### config.mk
export PLATFORM = sky130hd
export DESIGN_NAME = card_host
export DESIGN_NICKNAME = d
export VERILOG_FILES = /design/src/hdl/card_host.v
export VERILOG_INCLUDE_DIRS = /design/src /design/src/common
export SDC_FILE = /design/constraint.sdc
export NUM_CORES = 1
export LEC_CHECK = 0
export CAP_MARGIN = 20
export CORE_AREA = 2 2 119 121
export DETAILED_ROUTE_END_ITERATION = 6
export DIE_AREA = 0 0 121 123
export DONT_BUFFER_PORTS = 1
export GPL_ROUTABILITY_DRIVEN = 0
export PLACE_DENSITY = 0.74
export SLEW_MARGIN = 40
export SYNTH_ARGS = -nofsm -noshare
export SYNTH_HDL_FRONTEND = slang
export SYNTH_SLANG_ARGS = --single-unit
### constraint.sdc
create_clock -name sys_clk_in -period 6.5 [get_ports sys_clk_in]
set_input_delay 0.325 -clock sys_clk_in [delete_from_list [all_inputs] [get_ports sys_clk_in]]
set_output_delay 0.325 -clock sys_clk_in [all_outputs]
set_load 0.01 [all_outputs]
### src/common/card_host_consts.vh
// Constants for the card bus host controller.
`ifndef CARD_HOST_CONSTS_VH
`define CARD_HOST_CONSTS_VH
`define SYS_CLK_NS        50
`define INIT_TIME_NS      1000000
`define INIT_CLOCKS       74
`define CLK_DIV_HALF      4'h4
`define WIDTH_1           2'h0
`define WIDTH_4           2'h1
`define WIDTH_8           2'h2
`define CMD_BITS          6'h30
`endif

### src/hdl/card_host.v
// Host controller that drives a managed flash card over clock, command and data lines.
`timescale 1ns/1ns
`include "card_host_consts.vh"
module card_host #(
    parameter INIT_CYCLES = (`INIT_TIME_NS + `SYS_CLK_NS - 1) / `SYS_CLK_NS
) (
    input  wire        sys_clk_in,
    input  wire        rst_in,
    input  wire        supply_ok_in,
    input  wire        boot_hold_in,
    input  wire        cmd_valid_in,
    input  wire [47:0] cmd_frame_in,
    input  wire        cmd_push_pull_in,
    input  wire [1:0]  bus_width_in,
    input  wire        tx_valid_in,
    input  wire [7:0]  tx_byte_in,
    input  wire        rx_ready_in,
    input  wire        cmd_line_in,
    input  wire [7:0]  dat_line_in,
    output reg         init_done_out,
    output reg         cmd_ready_out,
    output reg         tx_ready_out,
    output reg         rx_valid_out,
    output reg  [7:0]  rx_byte_out,
    output reg         bus_clk_out,
    output reg         cmd_line_out,
    output reg         cmd_oe_out,
    output reg  [7:0]  dat_line_out,
    output reg  [7:0]  dat_oe_out
);
    localparam ST_POWER = 3'h0;
    localparam ST_ONES  = 3'h1;
    localparam ST_IDLE  = 3'h2;
    localparam ST_CMD   = 3'h3;
    localparam ST_BOOT  = 3'h4;

    ////////////////////////////////////////////////////////////////////////////
    reg        cmd_s1;
    reg        cmd_s2;
    reg [7:0]  dat_s1;
    reg [7:0]  dat_s2;
    reg        sup_s1;
    reg        sup_s2;
    always @(posedge sys_clk_in or posedge rst_in) begin
        if (rst_in) begin
            cmd_s1 <= 1'b1;
            cmd_s2 <= 1'b1;
            dat_s1 <= 8'hff;
            dat_s2 <= 8'hff;
            sup_s1 <= 1'b0;
            sup_s2 <= 1'b0;
        end else begin
            cmd_s1 <= cmd_line_in;
            cmd_s2 <= cmd_s1;
            dat_s1 <= dat_line_in;
            dat_s2 <= dat_s1;
            sup_s1 <= supply_ok_in;
            sup_s2 <= sup_s1;
        end
    end

    ////////////////////////////////////////////////////////////////////////////
    // Bus clock is divided down; rise_now marks the cycle that raises it.
    reg  [3:0] div;
    wire       edge_now = (div == `CLK_DIV_HALF - 4'h1);
    wire       rise_now = edge_now && !bus_clk_out;
    wire       fall_now = edge_now && bus_clk_out;
    reg        clk_run;
    always @(posedge sys_clk_in or posedge rst_in) begin
        if (rst_in) begin
            div         <= 4'h0;
            bus_clk_out <= 1'b0;
        end else if (!clk_run) begin
            div         <= 4'h0;
            bus_clk_out <= 1'b0;
        end else if (edge_now) begin
            div         <= 4'h0;
            bus_clk_out <= !bus_clk_out;
        end else begin
            div <= div + 4'h1;
        end
    end

    ////////////////////////////////////////////////////////////////////////////
    reg [2:0]  state;
    reg [31:0] wait_cnt;
    reg [6:0]  clk_cnt;
    reg [47:0] shift;
    reg [5:0]  bit_cnt;
    reg        od_mode;
    reg [1:0]  width;
    reg [7:0]  rx_sh;
    reg [3:0]  rx_cnt;
    reg [7:0]  tx_sh;
    reg [3:0]  tx_cnt;
    reg        tx_busy;
    // Two-entry buffer between the incoming data lines and the user.
    reg [7:0]  buf_mem [0:1];
    reg        wr_ptr;
    reg        rd_ptr;
    reg [1:0]  count;
    wire       buf_full = (count == 2'h2);
    wire       rx_word = (state == ST_BOOT) && fall_now && (rx_cnt == 4'h7);
    wire       buf_push = rx_word && !buf_full;
    wire       buf_pop = rx_valid_out && rx_ready_in;
    wire [3:0] step = (width == `WIDTH_8) ? 4'h8 : (width == `WIDTH_4) ? 4'h4 : 4'h1;

    always @(posedge sys_clk_in or posedge rst_in) begin
        if (rst_in) begin
            state         <= ST_POWER;
            wait_cnt      <= 32'h0000_0000;
            clk_cnt       <= 7'h00;
            shift         <= 48'h0000_0000_0000;
            bit_cnt       <= 6'h00;
            od_mode       <= 1'b1;
            width         <= `WIDTH_1;
            clk_run       <= 1'b0;
            init_done_out <= 1'b0;
            cmd_ready_out <= 1'b0;
            cmd_line_out  <= 1'b1;
            cmd_oe_out    <= 1'b0;
            rx_sh         <= 8'h00;
            rx_cnt        <= 4'h0;
        end else begin
            case (state)
                ST_POWER: begin
                    if (sup_s2) begin
                        state   <= ST_ONES;
                        clk_run <= 1'b1;
                    end
                end
                ST_ONES: begin
                    cmd_oe_out <= boot_hold_in;
                    cmd_line_out <= !boot_hold_in;
                    if (wait_cnt < INIT_CYCLES)
                        wait_cnt <= wait_cnt + 32'h0000_0001;
                    if (rise_now && clk_cnt < `INIT_CLOCKS)
                        clk_cnt <= clk_cnt + 7'h01;
                    if (wait_cnt >= INIT_CYCLES && clk_cnt >= `INIT_CLOCKS) begin
                        init_done_out <= 1'b1;
                        if (boot_hold_in) begin
                            state  <= ST_BOOT;
                            rx_cnt <= 4'h0;
                        end else begin
                            state         <= ST_IDLE;
                            cmd_ready_out <= 1'b1;
                            cmd_oe_out    <= 1'b0;
                            cmd_line_out  <= 1'b1;
                        end
                    end
                end
                ST_IDLE: begin
                    width <= (bus_width_in == `WIDTH_8) ? `WIDTH_8 :
                             (bus_width_in == `WIDTH_4) ? `WIDTH_4 : `WIDTH_1;
                    if (cmd_valid_in) begin
                        shift         <= cmd_frame_in;
                        od_mode       <= !cmd_push_pull_in;
                        bit_cnt       <= 6'h00;
                        cmd_ready_out <= 1'b0;
                        state         <= ST_CMD;
                    end
                end
                ST_CMD: begin
                    if (fall_now) begin
                        if (bit_cnt == `CMD_BITS) begin
                            cmd_oe_out    <= 1'b0;
                            cmd_line_out  <= 1'b1;
                            cmd_ready_out <= 1'b1;
                            state         <= ST_IDLE;
                        end else begin
                            cmd_line_out <= shift[47];
                            cmd_oe_out   <= od_mode ? !shift[47] : 1'b1;
                            shift        <= {shift[46:0], 1'b1};
                            bit_cnt      <= bit_cnt + 6'h01;
                        end
                    end
                end
                ST_BOOT: begin
                    if (fall_now) begin
                        rx_sh  <= {rx_sh[6:0], dat_s2[0]};
                        rx_cnt <= (rx_cnt == 4'h7) ? 4'h0 : rx_cnt + 4'h1;
                    end
                    if (!boot_hold_in) begin
                        cmd_oe_out    <= 1'b0;
                        cmd_line_out  <= 1'b1;
                        cmd_ready_out <= 1'b1;
                        state         <= ST_IDLE;
                    end
                end
                default: state <= ST_POWER;
            endcase
        end
    end

    ////////////////////////////////////////////////////////////////////////////
    // A full buffer drops further boot bytes; boot data cannot be paused.
    always @(posedge sys_clk_in or posedge rst_in) begin
        if (rst_in) begin
            wr_ptr       <= 1'b0;
            rd_ptr       <= 1'b0;
            count        <= 2'h0;
            rx_valid_out <= 1'b0;
            rx_byte_out  <= 8'h00;
            buf_mem[0]   <= 8'h00;
            buf_mem[1]   <= 8'h00;
        end else begin
            if (buf_push) begin
                buf_mem[wr_ptr] <= {rx_sh[6:0], dat_s2[0]};
                wr_ptr          <= !wr_ptr;
            end
            if (buf_pop)
                rd_ptr <= !rd_ptr;
            count        <= count + {1'b0, buf_push} - {1'b0, buf_pop};
            rx_valid_out <= (count + {1'b0, buf_push} - {1'b0, buf_pop}) != 2'h0;
            rx_byte_out  <= buf_mem[buf_pop ? !rd_ptr : rd_ptr];
            if (count == 2'h0 && buf_push)
                rx_byte_out <= {rx_sh[6:0], dat_s2[0]};
            else if (count == 2'h1 && buf_push && buf_pop)
                rx_byte_out <= {rx_sh[6:0], dat_s2[0]};
        end
    end

    ////////////////////////////////////////////////////////////////////////////
    // Write path: bytes leave on the active lines, high bits first per step.
    always @(posedge sys_clk_in or posedge rst_in) begin
        if (rst_in) begin
            tx_sh        <= 8'h00;
            tx_cnt       <= 4'h0;
            tx_busy      <= 1'b0;
            tx_ready_out <= 1'b0;
            dat_line_out <= 8'hff;
            dat_oe_out   <= 8'h00;
        end else begin
            tx_ready_out <= (state == ST_IDLE) && !tx_busy && !tx_valid_in;
            if (!tx_busy && tx_valid_in && state == ST_IDLE) begin
                tx_sh   <= tx_byte_in;
                tx_cnt  <= 4'h0;
                tx_busy <= 1'b1;
            end else if (tx_busy && fall_now) begin
                if (tx_cnt >= 4'h8) begin
                    dat_oe_out <= 8'h00;
                    tx_busy    <= 1'b0;
                end else begin
                    dat_oe_out <= (width == `WIDTH_8) ? 8'hff :
                                  (width == `WIDTH_4) ? 8'h0f : 8'h01;
                    dat_line_out <= (width == `WIDTH_8) ? tx_sh :
                                    (width == `WIDTH_4) ? {4'hf, tx_sh[7:4]} :
                                    {7'h7f, tx_sh[7]};
                    tx_sh  <= (width == `WIDTH_8) ? 8'h00 :
                              (width == `WIDTH_4) ? {tx_sh[3:0], 4'h0} :
                              {tx_sh[6:0], 1'b0};
                    tx_cnt <= tx_cnt + step;
                end
            end
        end
    end
endmodule

* Word level (Yosys, flattened, before mapping)
Cells that the tools add are included.
Operators by class: $lt $le $gt $ge 8, reduce and logical (&&, ||, !) cells 50, add/subtract/negate cells 8, bitwise gates (word level) 4, equal/unequal tests 24, multiplexer cells 73
Operators with widths (count):
- 2-to-1 mux 48 bit | 3
- 2-to-1 mux 8 bit | 14
- one-hot mux 48 bit (2 select lines) | 1
- 2-to-1 mux 4 bit | 12
- adder 32 x 1 -> 32 bit (second input constant) | 1
- greater-or-equal comparator 32 x 15 -> 1 bit (second input constant) | 1
- < comparator 32 x 15 -> 1 bit (second input constant) | 1
- 2-to-1 mux 3 bit | 8
- 2-to-1 mux 1 bit | 23
- != test 2 bit (second input constant) | 11
- 2-to-1 mux 6 bit | 3
- AND reduction 2 bit | 9
- logical AND 1 bit | 17
- bitwise mux 16 bit | 1
- one-hot mux 3 bit (5 select lines) | 1
- one-hot mux 6 bit (2 select lines) | 1
- nonzero test 2 bit | 5
- zero test 1 bit | 9
- adder 4 x 1 -> 4 bit (second input constant) | 2
- demux 8 bit (select 1 bit) | 1
- one-hot mux 4 bit (2 select lines) | 1
- AND reduction 4 bit | 2
- adder 7 x 1 -> 7 bit (second input constant) | 1
- greater-or-equal comparator 7 bit (second input constant) | 1
- other kinds (28) | 38
Storage, ports and cells: register bits after elaboration 183, logic and storage cells 200, output and inout bits 31, input port bits 75

* Longest topological paths before layout
depth in word-level cells 9, gate-level depth with buffers 11, mapped depth without buffers 10

* Least setup slack after synthesis
OpenSTA, ideal clock, no wires.
kind register to register, start reg state[1], end reg rx_valid_out, arrival 2298 ps, path buffers 2, clock period less this slack 2426 ps, library setup time 127 ps, required time 6373 ps, path slack 4074 ps, cell stages (with the launch flop) 12, cells stage by stage dfrtp_1 clkbuf_1 or3b_1 buf_2 nor2_4 nand3_2 ha_1 inv_1 ha_1 xnor2_1 xnor2_1 or2_2
On the way: cells in the longest elaborated chain, start to end 7
RTL lines:
- start: declaration | RTL line card_host.v:85 | reg [2:0] state;
- start signal: assignment | RTL line card_host.v:110 | state <= ST_POWER;
- start signal: assignment | RTL line card_host.v:128 | state <= ST_ONES;
- start signal: assignment | RTL line card_host.v:142 | state <= ST_BOOT;
- equality test 3 bit | RTL line card_host.v:103 | wire rx_word = (state == ST_BOOT) && fall_now && (rx_cnt == 4'h7);
- logical AND 1 bit (2 in a row) | RTL line card_host.v:103
- logical AND 1 bit | RTL line card_host.v:104 | wire buf_push = rx_word && !buf_full;
- adder 2 x 1 -> 2 bit | RTL line card_host.v:214 | rx_valid_out <= (count + {1'b0, buf_push} - {1'b0, buf_pop}) != 2'h0;
- subtractor 2 x 1 -> 2 bit | RTL line card_host.v:214
- nonzero test 2 bit | RTL line card_host.v:214
- end signal: assignment | RTL line card_host.v:202 | rx_valid_out <= 1'b0;
- end signal: assignment | RTL line card_host.v:214
- end: declaration | RTL line card_host.v:23 | output reg rx_valid_out,
Every way passes these cells. A chain may end at the register's enable or synchronous reset.

* Worst setup path after layout
start reg div[0], end reg tx_sh[1]
On the way: cells in the longest elaborated chain, start to end 5
RTL lines:
- start: declaration | RTL line card_host.v:64 | reg [3:0] div;
- start signal: assignment | RTL line card_host.v:80 | div <= div + 4'h1;
- equality test 4 x 2 -> 1 bit | RTL line card_host.v:65 | wire edge_now = (div == `CLK_DIV_HALF - 4'h1);
- logical AND 1 bit | RTL line card_host.v:67 | wire fall_now = edge_now && bus_clk_out;
- logical AND 1 bit | RTL line card_host.v:239 | end else if (tx_busy && fall_now) begin
- nonzero test 2 bit (no line)
- AND reduction 2 bit (no line)
- end signal: assignment | RTL line card_host.v:236 | tx_sh <= tx_byte_in;
- end signal: assignment | RTL line card_host.v:249 | tx_sh <= (width == `WIDTH_8) ? 8'h00 :
- end: declaration | RTL line card_host.v:94 | reg [7:0] tx_sh;
Every way passes these cells.

==> metrics.yaml <==
cts:
  clkSinkCount: 178
  htreeDepth: 4
  clockRootBuffer: "clkbuf_16"
  clkLatencyLatePin_ns: 0.42
  cts_tree: "built"
  clockBufferDepth: 2
  cts_buffers: 17
  postCtsSetupBuffers: 0
  path_clk_slew_ns: 0.06
floorplanning:
  core_area_um2: 13600
  rows: 43
  ios: 106
  die_h_um: 123
  die_w_um: 121
  die_area_um2: 14900
  start_util_pct: 58.6
grt:
  grt-busiest-layer: "met2"
  grt_antenna_before_repair: 1
  use_met3_pct: 5.54
  grt_first_pass_wirelength_um: 24500
  grt_util_met2_pct: 34.3
  grt_max_degree: 104
  use_met1_pct: 26.5
  grt-ovfl-total: 0
  gr-usage-all-layers_pct: 20.8
  grt_pass1_vias: 5160
logic_synthesis:
  synth_edf_count: 0
  ys_ff_latch: 178
  ys.flop_type: "dfrtp_1"
  syn_nets: 833
  async_flop_share_pct: 100
  yosysSeqAreaShare_pct: 56.0
  syn_inst: 743
  yosys-top-cells-area: "dfrtp_1 52%, mux2i_1 7.7%, nand2_1 5.2%"
  avgSynthCellArea_um2: 10.7
  synth_warnings: 0
  synth_top_area_cell: "dfrtp_1"
  synth_top_area_share_pct: 52.1
  synth_cell_types: 54
  syn_area_um2: 7970
placement:
  dp_hpwl_um: 9700
  placed_cell_area_um2: 8040
  portBuffers: 0
  pre_cts_ws_ns: 3.66
  dp.cells: 875
status:
  outcome: "finished clean"
cells_and_area:
  ff_latch_area_um2: 4470
  final_common_cell: "dfrtp_1"
  num-nets-final: 811
  multi_input_area_um2: 3220
  final_cell_mix: "166 x dfrtp_1, 110 x nand2_1, 66 x o21ai_0"
  final_cells: 915
  syn_to_final_growth_pct: 8.98
  drive_gt1_share_pct: 10.9
  fill_cells: 1034
  fin_area_um2: 8690
  fin_util_pct: 63.8
routing:
  vias: 5114
  drtIter0Drc: 340
  via_per_inst: 5.59
  ant_nets: 0
  routed_wl_um: 14600
  drcViolationCount: 0
  routedWlPerCell_um: 16.0
  first_pass_iters: 5
timing:
  setup_ws_ns: 3.60
  skew_ns: 0.0102
  fin_crit_ns: 2.90
  fin_tns_setup_ns: 0
  final.period_utilization_pct: 44.7
  rsz0062_at_grt: "false"
  whs_ns: 0.0549
  worst-slew-pin-transition_ns: 0.819
  hold_violations: 0
  relSlewSlack_pct: 45.4
  finalSetupViolCount: 0
  max_freq_mhz: 344
  drv_slew: 0
power:
  swShare_pct: 31.8
  pwr-share-clk_pct: 28.9
  p_per_area_nw_per_um2: 396
  p_total_mw: 3.44
  p_leak_nw: 4.22
  power.internal_mw: 2.35
  power.switching_mw: 1.09
  seqPwrFrac_pct: 48.0
  ir_drop_mv: 0.197
  p_comb_share_pct: 23.1
flow_run:
  maxCapViolCount: 0
setup_path:
  crit_family: "simple AND/OR/NAND/NOR gates"
  cp_cell_sequence: "ha_1 -> nor3b_2 -> nand4b_1 -> buf_4 -> nor4_1 -> a221o_1"
  slowest_delay_ns: 0.59
  worstSetupPathType: "flip-flop to flip-flop"
  cp_slowest_cell: "nand4b_1"
  worstPathArrival_ns: 3.26
  path_max_fanout: 16
  cp_num_buf_inv: 1
  endpoint_kind: "flip-flop"
  critical_path.startpoint_type: "flip-flop"
  critPathRequiredTime_ns: 6.85
hold_path:
  min_path_type: "input pin to flip-flop"
-- cells by family after synthesis --
| family | after synthesis | synth area share (%) |
|---|---|---|
| and+or+nand+nor | 233 | 14.2 |
| DFF | 178 | 56.0 |
| AOI/OAI and AO/OA | 136 | 10.1 |
| muxes | 80 | 10.3 |
| buffers and inverters | 74 | 3.95 |
| xor gates and xnor gates | 27 | 2.97 |
| adders and majority gates | 15 | 2.35 |
-- synth_stat cells (all sizes together) (4+ instances only) --
cell / instances
dfstp: 12
o21ai: 67
nor4: 6
a31oi: 6
and3: 12
buf: 16
nor2: 33
dfrtp: 166
nor2b: 4
nor3: 11
and2: 9
xnor2: 24
mux2i: 61
mux2: 19
nand3: 20
nand4: 10
inv: 21
clkbuf: 37
ha: 15
nand2: 111
a21oi: 31
-- power groups by stage --
stage          Sequential [mW]  Clock, mW  Combinational, mW
4_1_cts                   1.65       1.01              0.801
3_3_place_gp              1.65          0              0.741
3_5_place_dp              1.67          0              0.792
6_report                  1.65      0.994              0.793
5_1_grt                   1.70       1.06              0.913
2_1_floorplan             1.59          0              0.677
-- path summary, 6_finish.rpt --
path,start,endpoint,slack [ns],depth (start not counted)
hold reg to reg,sup_s1,sup_s2,0.36,0
setup reg to reg,div[0],tx_sh[1],3.60,6
hold / removal,tx_byte_in[3],tx_sh[3],0.05,1
min in group asynchronous,rst_in,buf_mem[8],0.49,2
max in group asynchronous,rst_in,shift[42],4.80,3
setup / recovery,div[0],tx_sh[1],3.60,6
-- state kept, by name (all words and copies together) (netlist names), 2 cells and up --
signal	count
width	2
div	4
clk_cnt	7
wait_cnt	32
state	3
dat_oe_out	3
rx_sh	7
rx_cnt	4
tx_cnt	4
bit_cnt	6
buf_mem	16
dat_line_out	8
rx_byte_out	8
shift	48
tx_sh	8
count	2
-- metal layers --
metal | wire length [µm] | vias up
met3 | 636 | 20
met4 | 291 | 0
met5 | 0 | -
li1 | - | 2516
met2 | 7190 | 109
met1 | 6520 | 2469
-- layout make-up --
type                       instances  share of cell area [%]
sequential                       178                    51.4
tap                              180                    2.59
clock buffer                      23                    5.39
inverter                          21                   0.994
clock inverter                     9                    1.20
multi-input combinational        491                    37.0
timing repair buffer              12                    1.35
antenna                            1                  0.0288
-- what timing repair did --
action,4_1_cts,5_1_grt
resized for setup,0,0
hold buffers,7,0
hold endpoints to repair,86,0
(Power assumes the default switching activity.)
